[src/common/adc_frame_pkg.sv]
`default_nettype none
package adc_frame_pkg;
	// ****************************************
	// pin vector layout and widths
	// ****************************************
	localparam int PIN_W = 3;
	localparam int PIN_CS = 0;
	localparam int PIN_SCLK = 1;
	localparam int PIN_DIN = 2;
	localparam logic [PIN_W-1:0] PIN_RST = 3'h1;
	localparam int CHANNELS = 4;
	localparam int RESULT_W = 8;
	localparam int FIFO_DEPTH = 8;
	// ****************************************
	// frame phases, counted in sclk edges
	// ****************************************
	localparam logic [4:0] FALL_NONE = 5'h00;
	localparam logic [4:0] FALL_FIRST = 5'h01;
	localparam logic [4:0] FALL_HOLD = 5'h04;
	localparam logic [4:0] FALL_LAST = 5'h10;
	localparam logic [3:0] CTRL_BITS = 4'h8;
	localparam logic [3:0] CTRL_LAST_RISE = 4'h7;
	localparam logic [3:0] RESULT_BITS = 4'h8;
	// ****************************************
	// control byte fields and reset values
	// ****************************************
	localparam int CHAN_HI_POS = 4;
	localparam int CHAN_LO_POS = 3;
	localparam logic [1:0] CHAN_RST = 2'h0;
	localparam logic [7:0] CTRL_RST = 8'h00;
	typedef enum logic [1:0]
	{
		MODE_IDLE = 2'b00,
		MODE_TRACK = 2'b01,
		MODE_HOLD = 2'b10
	} mode_t;
endpackage
`default_nettype wire

[src/hdl/pin_sync.sv]
`timescale 1ns/1ps
`default_nettype none
module pin_sync #(
	parameter int W = 3,
	parameter logic [W-1:0] RST_VAL = '0
) (
	input wire logic i_mclk,
	input wire logic i_srst,
	input wire logic [W-1:0] i_pin,
	output logic [W-1:0] o_level,
	output logic [W-1:0] o_rise,
	output logic [W-1:0] o_fall
);
	// ****************************************
	// two-flop synchroniser, edges from stage two onward
	// ****************************************
	typedef struct packed {
		logic [W-1:0] s1;
		logic [W-1:0] s2;
		logic [W-1:0] s3;
	} sync_st_t;

	sync_st_t st_r;
	sync_st_t st_nxt;

	always_comb
	begin
		st_nxt.s1 = i_pin;
		st_nxt.s2 = st_r.s1;
		st_nxt.s3 = st_r.s2;
	end

	always_ff @(posedge i_mclk)
	begin
		if (i_srst)
		begin
			st_r <= {RST_VAL, RST_VAL, RST_VAL};
		end
		else
		begin
			st_r <= st_nxt;
		end
	end

	assign o_level = st_r.s2;
	assign o_rise = st_r.s2 & ~st_r.s3;
	assign o_fall = ~st_r.s2 & st_r.s3;
endmodule
`default_nettype wire

[src/hdl/result_fifo.sv]
`timescale 1ns/1ps
`default_nettype none
module result_fifo #(
	parameter int W = 8,
	parameter int DEPTH = 8
) (
	input wire logic i_mclk,
	input wire logic i_srst,
	input wire logic i_flush,
	input wire logic i_in_valid,
	output logic o_in_ready,
	input wire logic [W-1:0] i_in_data,
	output logic o_out_valid,
	input wire logic i_out_ready,
	output logic [W-1:0] o_out_data
);
	import adc_frame_pkg::*;
	localparam int AW = (DEPTH > 1) ? $clog2(DEPTH) : 1;
	localparam logic [AW:0] FULL_CNT = (AW+1)'(DEPTH);
	localparam logic [AW-1:0] LAST_PTR = AW'(DEPTH - 1);

	typedef struct packed {
		logic [DEPTH-1:0][W-1:0] mem;
		logic [AW-1:0] wp;
		logic [AW-1:0] rp;
		logic [AW:0] cnt;
	} fifo_st_t;

	fifo_st_t st_r;
	fifo_st_t st_nxt;
	logic push;
	logic pop;

	// ****************************************
	// pointer wrap, any depth allowed
	// ****************************************
	function automatic logic [AW-1:0] next_ptr(input logic [AW-1:0] p);
		next_ptr = (p == LAST_PTR) ? '0 : AW'(p + 1'b1);
	endfunction

	assign o_in_ready = (st_r.cnt != FULL_CNT);
	assign o_out_valid = (st_r.cnt != '0);
	assign o_out_data = st_r.mem[st_r.rp];
	assign push = i_in_valid & o_in_ready;
	assign pop = o_out_valid & i_out_ready;

	always_comb
	begin
		st_nxt = st_r;
		if (push)
		begin
			st_nxt.mem[st_r.wp] = i_in_data;
			st_nxt.wp = next_ptr(st_r.wp);
		end
		if (pop)
		begin
			st_nxt.rp = next_ptr(st_r.rp);
		end
		if (push && !pop)
		begin
			st_nxt.cnt = (AW+1)'(st_r.cnt + 1'b1);
		end
		else if (pop && !push)
		begin
			st_nxt.cnt = (AW+1)'(st_r.cnt - 1'b1);
		end
		if (i_flush)
		begin
			st_nxt.wp = '0;
			st_nxt.rp = '0;
			st_nxt.cnt = '0;
		end
	end

	always_ff @(posedge i_mclk)
	begin
		if (i_srst)
		begin
			st_r <= '0;
		end
		else
		begin
			st_r <= st_nxt;
		end
	end
endmodule
`default_nettype wire

[src/hdl/adc_frame_ctrl.sv]
`timescale 1ns/1ps
`default_nettype none
module adc_frame_ctrl (
	input wire logic i_mclk,
	input wire logic i_srst,
	input wire logic i_cs_n,
	input wire logic i_sclk,
	input wire logic i_din,
	input wire logic [adc_frame_pkg::RESULT_W-1:0] i_code,
	output logic o_dout,
	output logic o_dout_oe_n,
	output logic o_track,
	output logic o_sample,
	output logic [adc_frame_pkg::CHANNELS-1:0] o_mux_sel
);
	import adc_frame_pkg::*;

	// ****************************************
	// state
	// ****************************************
	typedef struct packed {
		mode_t mode;
		logic [4:0] fall_cnt;
		logic [3:0] rise_cnt;
		logic [7:0] ctrl_sh;
		logic [1:0] pend_chan;
		logic [CHANNELS-1:0] mux;
		logic sample;
		logic push_vld;
		logic [RESULT_W-1:0] code;
		logic loaded;
		logic [RESULT_W-1:0] shreg;
		logic [3:0] bits;
		logic dout;
		logic oe_n;
	} frame_st_t;

	frame_st_t st_r;
	frame_st_t st_nxt;
	logic [PIN_W-1:0] pin_lvl;
	logic [PIN_W-1:0] pin_rise;
	logic [PIN_W-1:0] pin_fall;
	logic cs_low;
	logic cs_fall;
	logic sclk_lvl;
	logic sclk_rise;
	logic sclk_fall;
	logic din_s;
	logic trk_now;
	logic fifo_in_rdy;
	logic fifo_out_vld;
	logic fifo_pop;
	logic [RESULT_W-1:0] fifo_data;
	logic [7:0] sh_new;

	function automatic logic [CHANNELS-1:0] chan_onehot(input logic [1:0] c);
		chan_onehot = CHANNELS'(1) << c;
	endfunction

	// ****************************************
	// pins, results buffer
	// ****************************************
	pin_sync #(
		.W(PIN_W),
		.RST_VAL(PIN_RST)
	) u_sync (
		.i_mclk(i_mclk),
		.i_srst(i_srst),
		.i_pin({i_din, i_sclk, i_cs_n}),
		.o_level(pin_lvl),
		.o_rise(pin_rise),
		.o_fall(pin_fall)
	);

	assign cs_low = ~pin_lvl[PIN_CS];
	assign cs_fall = pin_fall[PIN_CS];
	assign sclk_lvl = pin_lvl[PIN_SCLK];
	assign sclk_rise = pin_rise[PIN_SCLK];
	assign sclk_fall = pin_fall[PIN_SCLK];
	assign din_s = pin_lvl[PIN_DIN];

	// flushed while deselected: a word left from an aborted frame must never leak out
	result_fifo #(
		.W(RESULT_W),
		.DEPTH(FIFO_DEPTH)
	) u_fifo (
		.i_mclk(i_mclk),
		.i_srst(i_srst),
		.i_flush(~cs_low),
		.i_in_valid(st_r.push_vld),
		.o_in_ready(fifo_in_rdy),
		.i_in_data(st_r.code),
		.o_out_valid(fifo_out_vld),
		.i_out_ready(fifo_pop),
		.o_out_data(fifo_data)
	);

	assign fifo_pop = cs_low & ~cs_fall & (st_r.mode == MODE_HOLD) & ~st_r.loaded
		& (st_r.bits == 4'h0);
	// a frame whose sclk idles low makes its own first falling edge at select
	assign trk_now = cs_low & (cs_fall ? (~sclk_lvl | sclk_fall) : (sclk_fall
		& ((st_r.fall_cnt == FALL_LAST) | (st_r.fall_cnt == FALL_NONE))));
	assign sh_new = {st_r.ctrl_sh[6:0], din_s};

	// ****************************************
	// frame sequencing
	// ****************************************
	always_comb
	begin
		st_nxt = st_r;
		st_nxt.sample = 1'b0;
		if (st_r.push_vld && fifo_in_rdy)
		begin
			st_nxt.push_vld = 1'b0;
		end
		if (!cs_low)
		begin
			st_nxt.mode = MODE_IDLE;
			st_nxt.fall_cnt = FALL_NONE;
			st_nxt.rise_cnt = 4'h0;
			st_nxt.loaded = 1'b0;
			st_nxt.bits = 4'h0;
			st_nxt.dout = 1'b0;
			st_nxt.oe_n = 1'b1;
			st_nxt.push_vld = 1'b0;
		end
		else
		begin
			st_nxt.oe_n = 1'b0;
			if (cs_fall)
			begin
				st_nxt.rise_cnt = 4'h0;
				st_nxt.fall_cnt = FALL_NONE;
				st_nxt.mode = MODE_IDLE;
				st_nxt.bits = 4'h0;
				st_nxt.dout = 1'b0;
			end
			else if (sclk_fall && !trk_now)
			begin
				st_nxt.fall_cnt = 5'(st_r.fall_cnt + 5'h01);
				if (st_nxt.fall_cnt == FALL_HOLD)
				begin
					st_nxt.mode = MODE_HOLD;
					st_nxt.sample = 1'b1;
					st_nxt.push_vld = 1'b1;
					st_nxt.code = i_code;
				end
				if (st_r.bits > 4'h1)
				begin
					st_nxt.shreg = {st_r.shreg[RESULT_W-2:0], 1'b0};
					st_nxt.bits = 4'(st_r.bits - 4'h1);
					st_nxt.dout = st_r.shreg[RESULT_W-1];
				end
				else
				begin
					st_nxt.bits = 4'h0;
					st_nxt.dout = 1'b0;
				end
			end
			if (trk_now)
			begin
				st_nxt.fall_cnt = FALL_FIRST;
				st_nxt.mode = MODE_TRACK;
				st_nxt.mux = chan_onehot(st_r.pend_chan);
				st_nxt.loaded = 1'b0;
				st_nxt.bits = 4'h0;
				st_nxt.dout = 1'b0;
			end
			if (sclk_rise && !cs_fall)
			begin
				st_nxt.rise_cnt = 4'(st_r.rise_cnt + 4'h1);
				if (st_r.rise_cnt < CTRL_BITS)
				begin
					st_nxt.ctrl_sh = sh_new;
				end
				if (st_r.rise_cnt == CTRL_LAST_RISE)
				begin
					st_nxt.pend_chan = {sh_new[CHAN_HI_POS], sh_new[CHAN_LO_POS]};
				end
			end
			if (fifo_pop && fifo_out_vld)
			begin
				st_nxt.shreg = fifo_data;
				// one spare count: the msb leaves on the next falling edge, the fifth
				st_nxt.bits = 4'(RESULT_BITS + 4'h1);
				st_nxt.dout = 1'b0;
				st_nxt.loaded = 1'b1;
			end
		end
	end

	always_ff @(posedge i_mclk)
	begin
		if (i_srst)
		begin
			st_r <= '0;
			st_r.mode <= MODE_IDLE;
			st_r.ctrl_sh <= CTRL_RST;
			st_r.pend_chan <= CHAN_RST;
			st_r.mux <= chan_onehot(CHAN_RST);
			st_r.oe_n <= 1'b1;
		end
		else
		begin
			st_r <= st_nxt;
		end
	end

	assign o_dout = st_r.dout;
	assign o_dout_oe_n = st_r.oe_n;
	assign o_track = (st_r.mode == MODE_TRACK);
	assign o_sample = st_r.sample;
	assign o_mux_sel = st_r.mux;
endmodule
`default_nettype wire

[config.mk]
export PLATFORM = sky130hd
export DESIGN_NAME = adc_frame_ctrl
export DESIGN_NICKNAME = d
export VERILOG_FILES = /design/src/common/adc_frame_pkg.sv /design/src/hdl/pin_sync.sv /design/src/hdl/result_fifo.sv /design/src/hdl/adc_frame_ctrl.sv
export SDC_FILE = /design/constraint.sdc
export NUM_CORES = 1
export LEC_CHECK = 0
export BUFFER_PORTS_ARGS = -buffer_cell sky130_fd_sc_hd__buf_2
export CAP_MARGIN = 0
export CELL_PAD_IN_SITES_DETAIL_PLACEMENT = 1
export CELL_PAD_IN_SITES_GLOBAL_PLACEMENT = 1
export CORE_MARGIN = 1
export CORE_UTILIZATION = 44
export DETAILED_ROUTE_END_ITERATION = 7
export PLACE_DENSITY = 0.81
export SLEW_MARGIN = 0
export SYNTH_ARGS = -nofsm -noshare
export SYNTH_HDL_FRONTEND = slang
export SYNTH_SLANG_ARGS = --single-unit
[constraint.sdc]
create_clock -name i_mclk -period 2.6 [get_ports i_mclk]
set_clock_uncertainty 0.05 [all_clocks]
set_input_delay 0.26 -clock i_mclk [delete_from_list [all_inputs] [get_ports i_mclk]]
set_output_delay 0.26 -clock i_mclk [all_outputs]
set_load 0.005 [all_outputs]
Word level (Yosys, flattened, before mapping)
Cells that the tools add are included.
{"block": "classes", "bitwise": 19, "reduce_logical": 33, "muxes": 31, "magnitude_cmp": 5, "addsub": 7, "n_eq_ne": 9, "shifts": 1}
{"op": "$bwmux 64", "n": 1}
{"op": "$mux 8", "n": 5}
{"op": "$mux 14", "n": 2}
{"op": "$bmux 8 s3", "n": 1}
{"op": "$demux 8 s3", "n": 1}
{"op": "$mux 6", "n": 3}
{"op": "$mux 9", "n": 2}
{"op": "$mux 5", "n": 3}
{"op": "$mux 13", "n": 1}
{"op": "$mux 4", "n": 3}
{"op": "$mux 10", "n": 1}
{"op": "$reduce_bool 2->1", "n": 5}
{"op": "$add 4x1->4 const B", "n": 2}
{"op": "$and 1x1->1", "n": 8}
{"op": "$lt 3x4->1 const B", "n": 2}
{"op": "$reduce_and 4->1", "n": 2}
{"op": "$reduce_bool 4->1", "n": 2}
{"op": "$reduce_or 4->1", "n": 2}
{"op": "$sub 4x1->4 const B", "n": 2}
{"op": "$logic_and 1x1->1", "n": 7}
{"op": "$add 3x1->3 const B", "n": 2}
{"op": "$eq 3x3->1 const B", "n": 2}
{"op": "$mux 3", "n": 2}
{"op": "$reduce_and 2->1", "n": 3}
{"op": "other kinds (25)", "n": 41}
{"block": "word_totals", "output_inout_bits": 8, "reg_bits": 132, "inputBits": 13}

Logic depth before layout (Yosys ltp)
{"block": "logic_depth", "ltp_word": 11, "depth_mapped": 13}

By module
From an unflattened synthesis, not the netlist that was laid out.
{"block": "hier_totals", "cells_unflattened": 578, "area_unflattened_um2": 5878.1}
{"mod": "result_fifo", "cells_per_inst": 319, "n_inst": 1, "area_each_um2": 3419.5}
{"mod": "adc_frame_ctrl", "cells_per_inst": 232, "n_inst": 1, "area_each_um2": 2162.1}
{"mod": "pin_sync", "cells_per_inst": 27, "n_inst": 1, "area_each_um2": 296.5}

Worst setup path after synthesis
Ideal clock, no wire load.
{"block": "synth_timing", "path_kind": "flip-flop to flip-flop", "start": "register st_r[3] in the netlist's numbering", "end": "register u_fifo.st_r[3] in the netlist's numbering", "required_time_ns": 2.429, "slack_ns": -0.220, "setup_time_ns": 0.121, "t_arrival_ns": 2.650, "path_buffers": 1, "path_stages_with_launch": 14, "path_cell_list": "dfxtp_1 > inv_1 > ha_1 > nor4bb_1 > o2111a_1 > buf_6 > clkinv_2 > ha_1 > inv_1 > ha_1 > a21o_1 > a21oi_1 > mux2i_1 > mux2_2"}
{"block": "synth_via", "elab_chain_cells": 6, "word_cells_on_any_way": 8, "classes_between": "mux: 1; bitwise: 2; reduce/logical: 5"}
{"item": "from (decl)", "line": "adc_frame_ctrl.sv:38", "source": "frame_st_t st_r;"}
{"item": "from (signal assigned)", "line": "adc_frame_ctrl.sv:205", "source": "st_r <= st_nxt;"}
{"item": "$logic_not 4->1 *", "line": "adc_frame_ctrl.sv:99", "source": "& (st_r.bits == 4'h0);"}
{"item": "$and 1x1->1 *", "line": "adc_frame_ctrl.sv:99"}
{"item": "$and 1x1->1 *", "line": "result_fifo.sv:45", "source": "assign pop = o_out_valid & i_out_ready;"}
{"item": "$logic_not 1->1", "line": "result_fifo.sv:59", "source": "if (push && !pop)"}
{"item": "$logic_and 1x1->1", "line": "result_fifo.sv:59"}
{"item": "$mux 4 / $reduce_bool 2->1 (equally long branches)"}
{"item": "to (signal assigned)", "line": "result_fifo.sv:83", "source": "st_r <= st_nxt;"}
{"item": "to (decl)", "line": "result_fifo.sv:29", "source": "fifo_st_t st_r;"}
Every way passes the cells marked *; elsewhere a longest branch is shown, timed or not.
A chain may end at the register's enable or synchronous reset.

Final worst setup path
Ends and elaborated chain as after synthesis.

==> impl_metrics.env <==
export IMPL_path_cells="inv_2 > ha_4 > nor4bb_4 > o2111a_2 > clkinv_8 > ha_4 > inv_4 > ha_4 > a21o_1 > a21oi_2 > mux2i_1 > mux2_2"
export IMPL_syn_mean_instance_area_sq_um=10.1
export IMPL_cts_reportedPaths_clkPinSlew_ns=0.06
export IMPL_layout_nets=631
export IMPL_fin_crit_ns=2.56
export IMPL_grt_pass1_wl_um=24700
export IMPL_synthArstFlopShare_pct=0
export IMPL_worstSetupPathType="flop to flop"
export IMPL_firstDrtPassIters=4
export IMPL_synth_seq_area_share_pct=43.6
export IMPL_min_path_cells=2
export IMPL_synth_cell_types=61
export IMPL_rsz0062_at_grt="yes"
export IMPL_routedWlPerCell_um=19.4
export IMPL_worstPathArrival_ns=2.81
export IMPL_relSlewSlack_pct=50.1
export IMPL_syn_instance_count=578
export IMPL_setup_viol=0
export IMPL_status="finished clean"
export IMPL_placed_cell_area_sq_um=6120
export IMPL_drtIter0Drc=230
export IMPL_vias_per_cell=5.55
export IMPL_tightest_slew_ns=0.747
export IMPL_grt_max_degree=49
export IMPL_fmax_mhz=391
export IMPL_fill_cells=1413
export IMPL_cp_start_kind="flop"
export IMPL_numCtsBuffers=17
export IMPL_hold_start="i_sclk"
export IMPL_grt_pass1_vias=4653
export IMPL_cp_end_kind="flop"
export IMPL_place_congestion=0.770
export IMPL_seqCellArea_sq_um=2550
export IMPL_coreArea_sq_um=12800
export IMPL_synth_top_area_cell="dfxtp_1"
export IMPL_worstSkewPairLatency_ns=0.42
export IMPL_yosys_top_cells_area="dfxtp_1 (44%), mux2i_1 (14%), mux4_2 (6.2%)"
export IMPL_synth_nets=605
export IMPL_cp_max_fo=3
export IMPL_yosys_warnings=0
export IMPL_finalMaxSlewViolations=0
export IMPL_die_area_sq_um=13700
export IMPL_cts_tree="yes"
export IMPL_io_pins=21
export IMPL_htreeDepth=4
export IMPL_cp_required_ns=2.85
export IMPL_hold_viol_final=0
export IMPL_antenna_found_initial=0
export IMPL_syn2layout_area_growth_pct=17.4
export IMPL_synthFlopType="dfxtp_1"
export IMPL_ant_nets=0
export IMPL_power_density_nw_per_um2=644
export IMPL_layout_drive_gt1_share_pct=22.7
export IMPL_finalCritPeriodShare_pct=98.4
export IMPL_crit_start="st_r[3]$_SDFFE_PP0N_"
export IMPL_leakagePower_nw=2.96
export IMPL_drv_cap=0
export IMPL_min_path_type="input port to flop"
export IMPL_port_buffers=20
export IMPL_insertedDiodeCount=0
export IMPL_r2r_cells=12
export IMPL_grt_total_usage_pct=24.6
export IMPL_die_w_um=117
export IMPL_rr_startpoint="st_r[3]$_SDFFE_PP0N_"
export IMPL_synth_most_common_cell="dfxtp_1"
export IMPL_initial_core_util_pct=45.7
export IMPL_vdd_drop_max_uv=588
export IMPL_yosysTopAreaCellShare_pct=43.6
export IMPL_wirelength_um=15300
export IMPL_cts_root_buf="clkbuf_16"
export IMPL_synth_area_sq_um=5830
export IMPL_vias=4378
export IMPL_slowest_stage="mux2_2"
export IMPL_fin_tns_setup_ns=0
export IMPL_synth_edf_count=0
export IMPL_die_y_um=117
export IMPL_design_area_sq_um=6850
export IMPL_dp_hpwl_um=10000
export IMPL_rows=41
export IMPL_drc=0
export IMPL_multiInputGateArea_sq_um=3020
export IMPL_cts_path_max_buffers=2
export IMPL_cp_common_cell="ha_4"
export IMPL_grt_overflow=0
export IMPL_synth_seq_cells=127
export IMPL_crit_path_max_incr_delay_ns=0.35
export IMPL_clkSinkCount=127
export IMPL_netlist_top_cells_count="dfxtp_1 (127), nor2_1 (94), mux2i_1 (81), clkbuf_1 (28), a21oi_1 (27)"
## flip-flops by register name (all words and copies together) (netlist names)
register / flops
u_sync.st_nxt: 3
u_sync.o_level: 3
o_sample: 1
o_mux_sel: 4
u_fifo.st_r: 74
sh_new: 4
o_dout: 1
u_sync.st_r: 2
st_r: 35
## cell usage in the layout, fill, tap and decap left out, drive strengths merged, types with 4 or more instances in the layout
| cell type | synthesis | final |
|---|---|---|
| dfxtp | 127 | 127 |
| nor2 | 95 | 95 |
| mux2i | 81 | 81 |
| buf | 22 | 55 |
| a21oi | 27 | 27 |
| inv | 20 | 26 |
| clkbuf | 28 | 18 |
| mux4 | 16 | 16 |
| or3 | 15 | 15 |
| nand2 | 15 | 15 |
| nor3 | 15 | 15 |
| ha | 13 | 13 |
| nor2b | 11 | 11 |
| o21ai | 11 | 11 |
| nand4 | 9 | 9 |
| a2111oi | 9 | 9 |
| xor2 | 6 | 6 |
| or2 | 6 | 6 |
| nand4b | 4 | 4 |
| and2 | 4 | 4 |
| nand3 | 4 | 4 |
| clkinv | 1 | 4 |
## per-stage QoR
stage	utilization (%)	cells	setup slack, ns	total power [W]	hold WS [ns]
2_1_floorplan	-	578	0.0167	0.00204	0.314
3_3_place_gp	47.9	746	-0.0311	0.00206	0.359
3_5_place_dp	47.9	746	-0.130	0.00207	0.355
4_1_cts	53.2	784	0.00241	0.00444	0.00413
5_1_grt	53.6	789	-0.0996	0.00455	0.0413
6_report	53.6	789	0.0417	0.00441	0.00996
## logic make-up (layout without fill, tap and decap cells)
kind of cell	count (synthesis)	after routing	share of synthesized area, %
compound gates	63	63	7.64
mux	98	98	20.3
buf+inv	71	110	5.75
fa+ha+maj	14	14	3.13
flops	127	127	43.6
xor+xnor	9	9	1.35
simple gates	196	196	18.3
## metal layers
metal	up-vias	wire, um	GRT usage, %
li1	2063	-	-
met5	-	0	0
met4	0	421	11.0
met3	31	478	6.08
met2	75	7820	42.8
met1	2209	6560	28.6
## critical path: cells and delay by family (launching register included)
family                   cells  cell delay, ns
multiplexers                 2            0.56
AND/OR/NAND/NOR              1            0.19
flip-flops                   1            0.32
buffers and inverters        3            0.20
AO/OA/AOI/OAI                3            0.64
adder cells (fa/ha/maj)      3            0.49
## worst paths after layout
path                                   to  slack (ns)
max           u_fifo.st_r[3]$_SDFFE_PP0P_        0.04
min           u_sync.st_nxt[4]$_SDFF_PP0_        0.01
max reg2reg   u_fifo.st_r[3]$_SDFFE_PP0P_        0.04
min reg2reg  u_sync.o_level[0]$_SDFF_PP1_        0.38
## power by group
group | internal, W | leakage, nW | switching, W
logic | 0.0000233 | 1.65 | 0.0000486
clock network | 0.00145 | 0.285 | 0.000935
registers | 0.00195 | 1.03 | 0.00000460
## timing repair
action	CTS	global route
hold endpoints to repair	2	0
resized for setup	10	2
buffers inserted	4	5
endpoints found under the setup margin	1	7
hold buffers	2	0
pin swaps	4	5
## area by class of cell
type / count / share of cell area (%)
Timing Repair Buffer: 57 / 5.59
Tap cell: 172 / 3.14
Multi-Input combinational cell: 380 / 44.1
Sequential cell: 127 / 37.2
Clock inverter: 14 / 2.25
Clock buffer: 18 / 6.41
Inverter: 21 / 1.37
No activity file was read; power rests on OpenSTA's default activity.
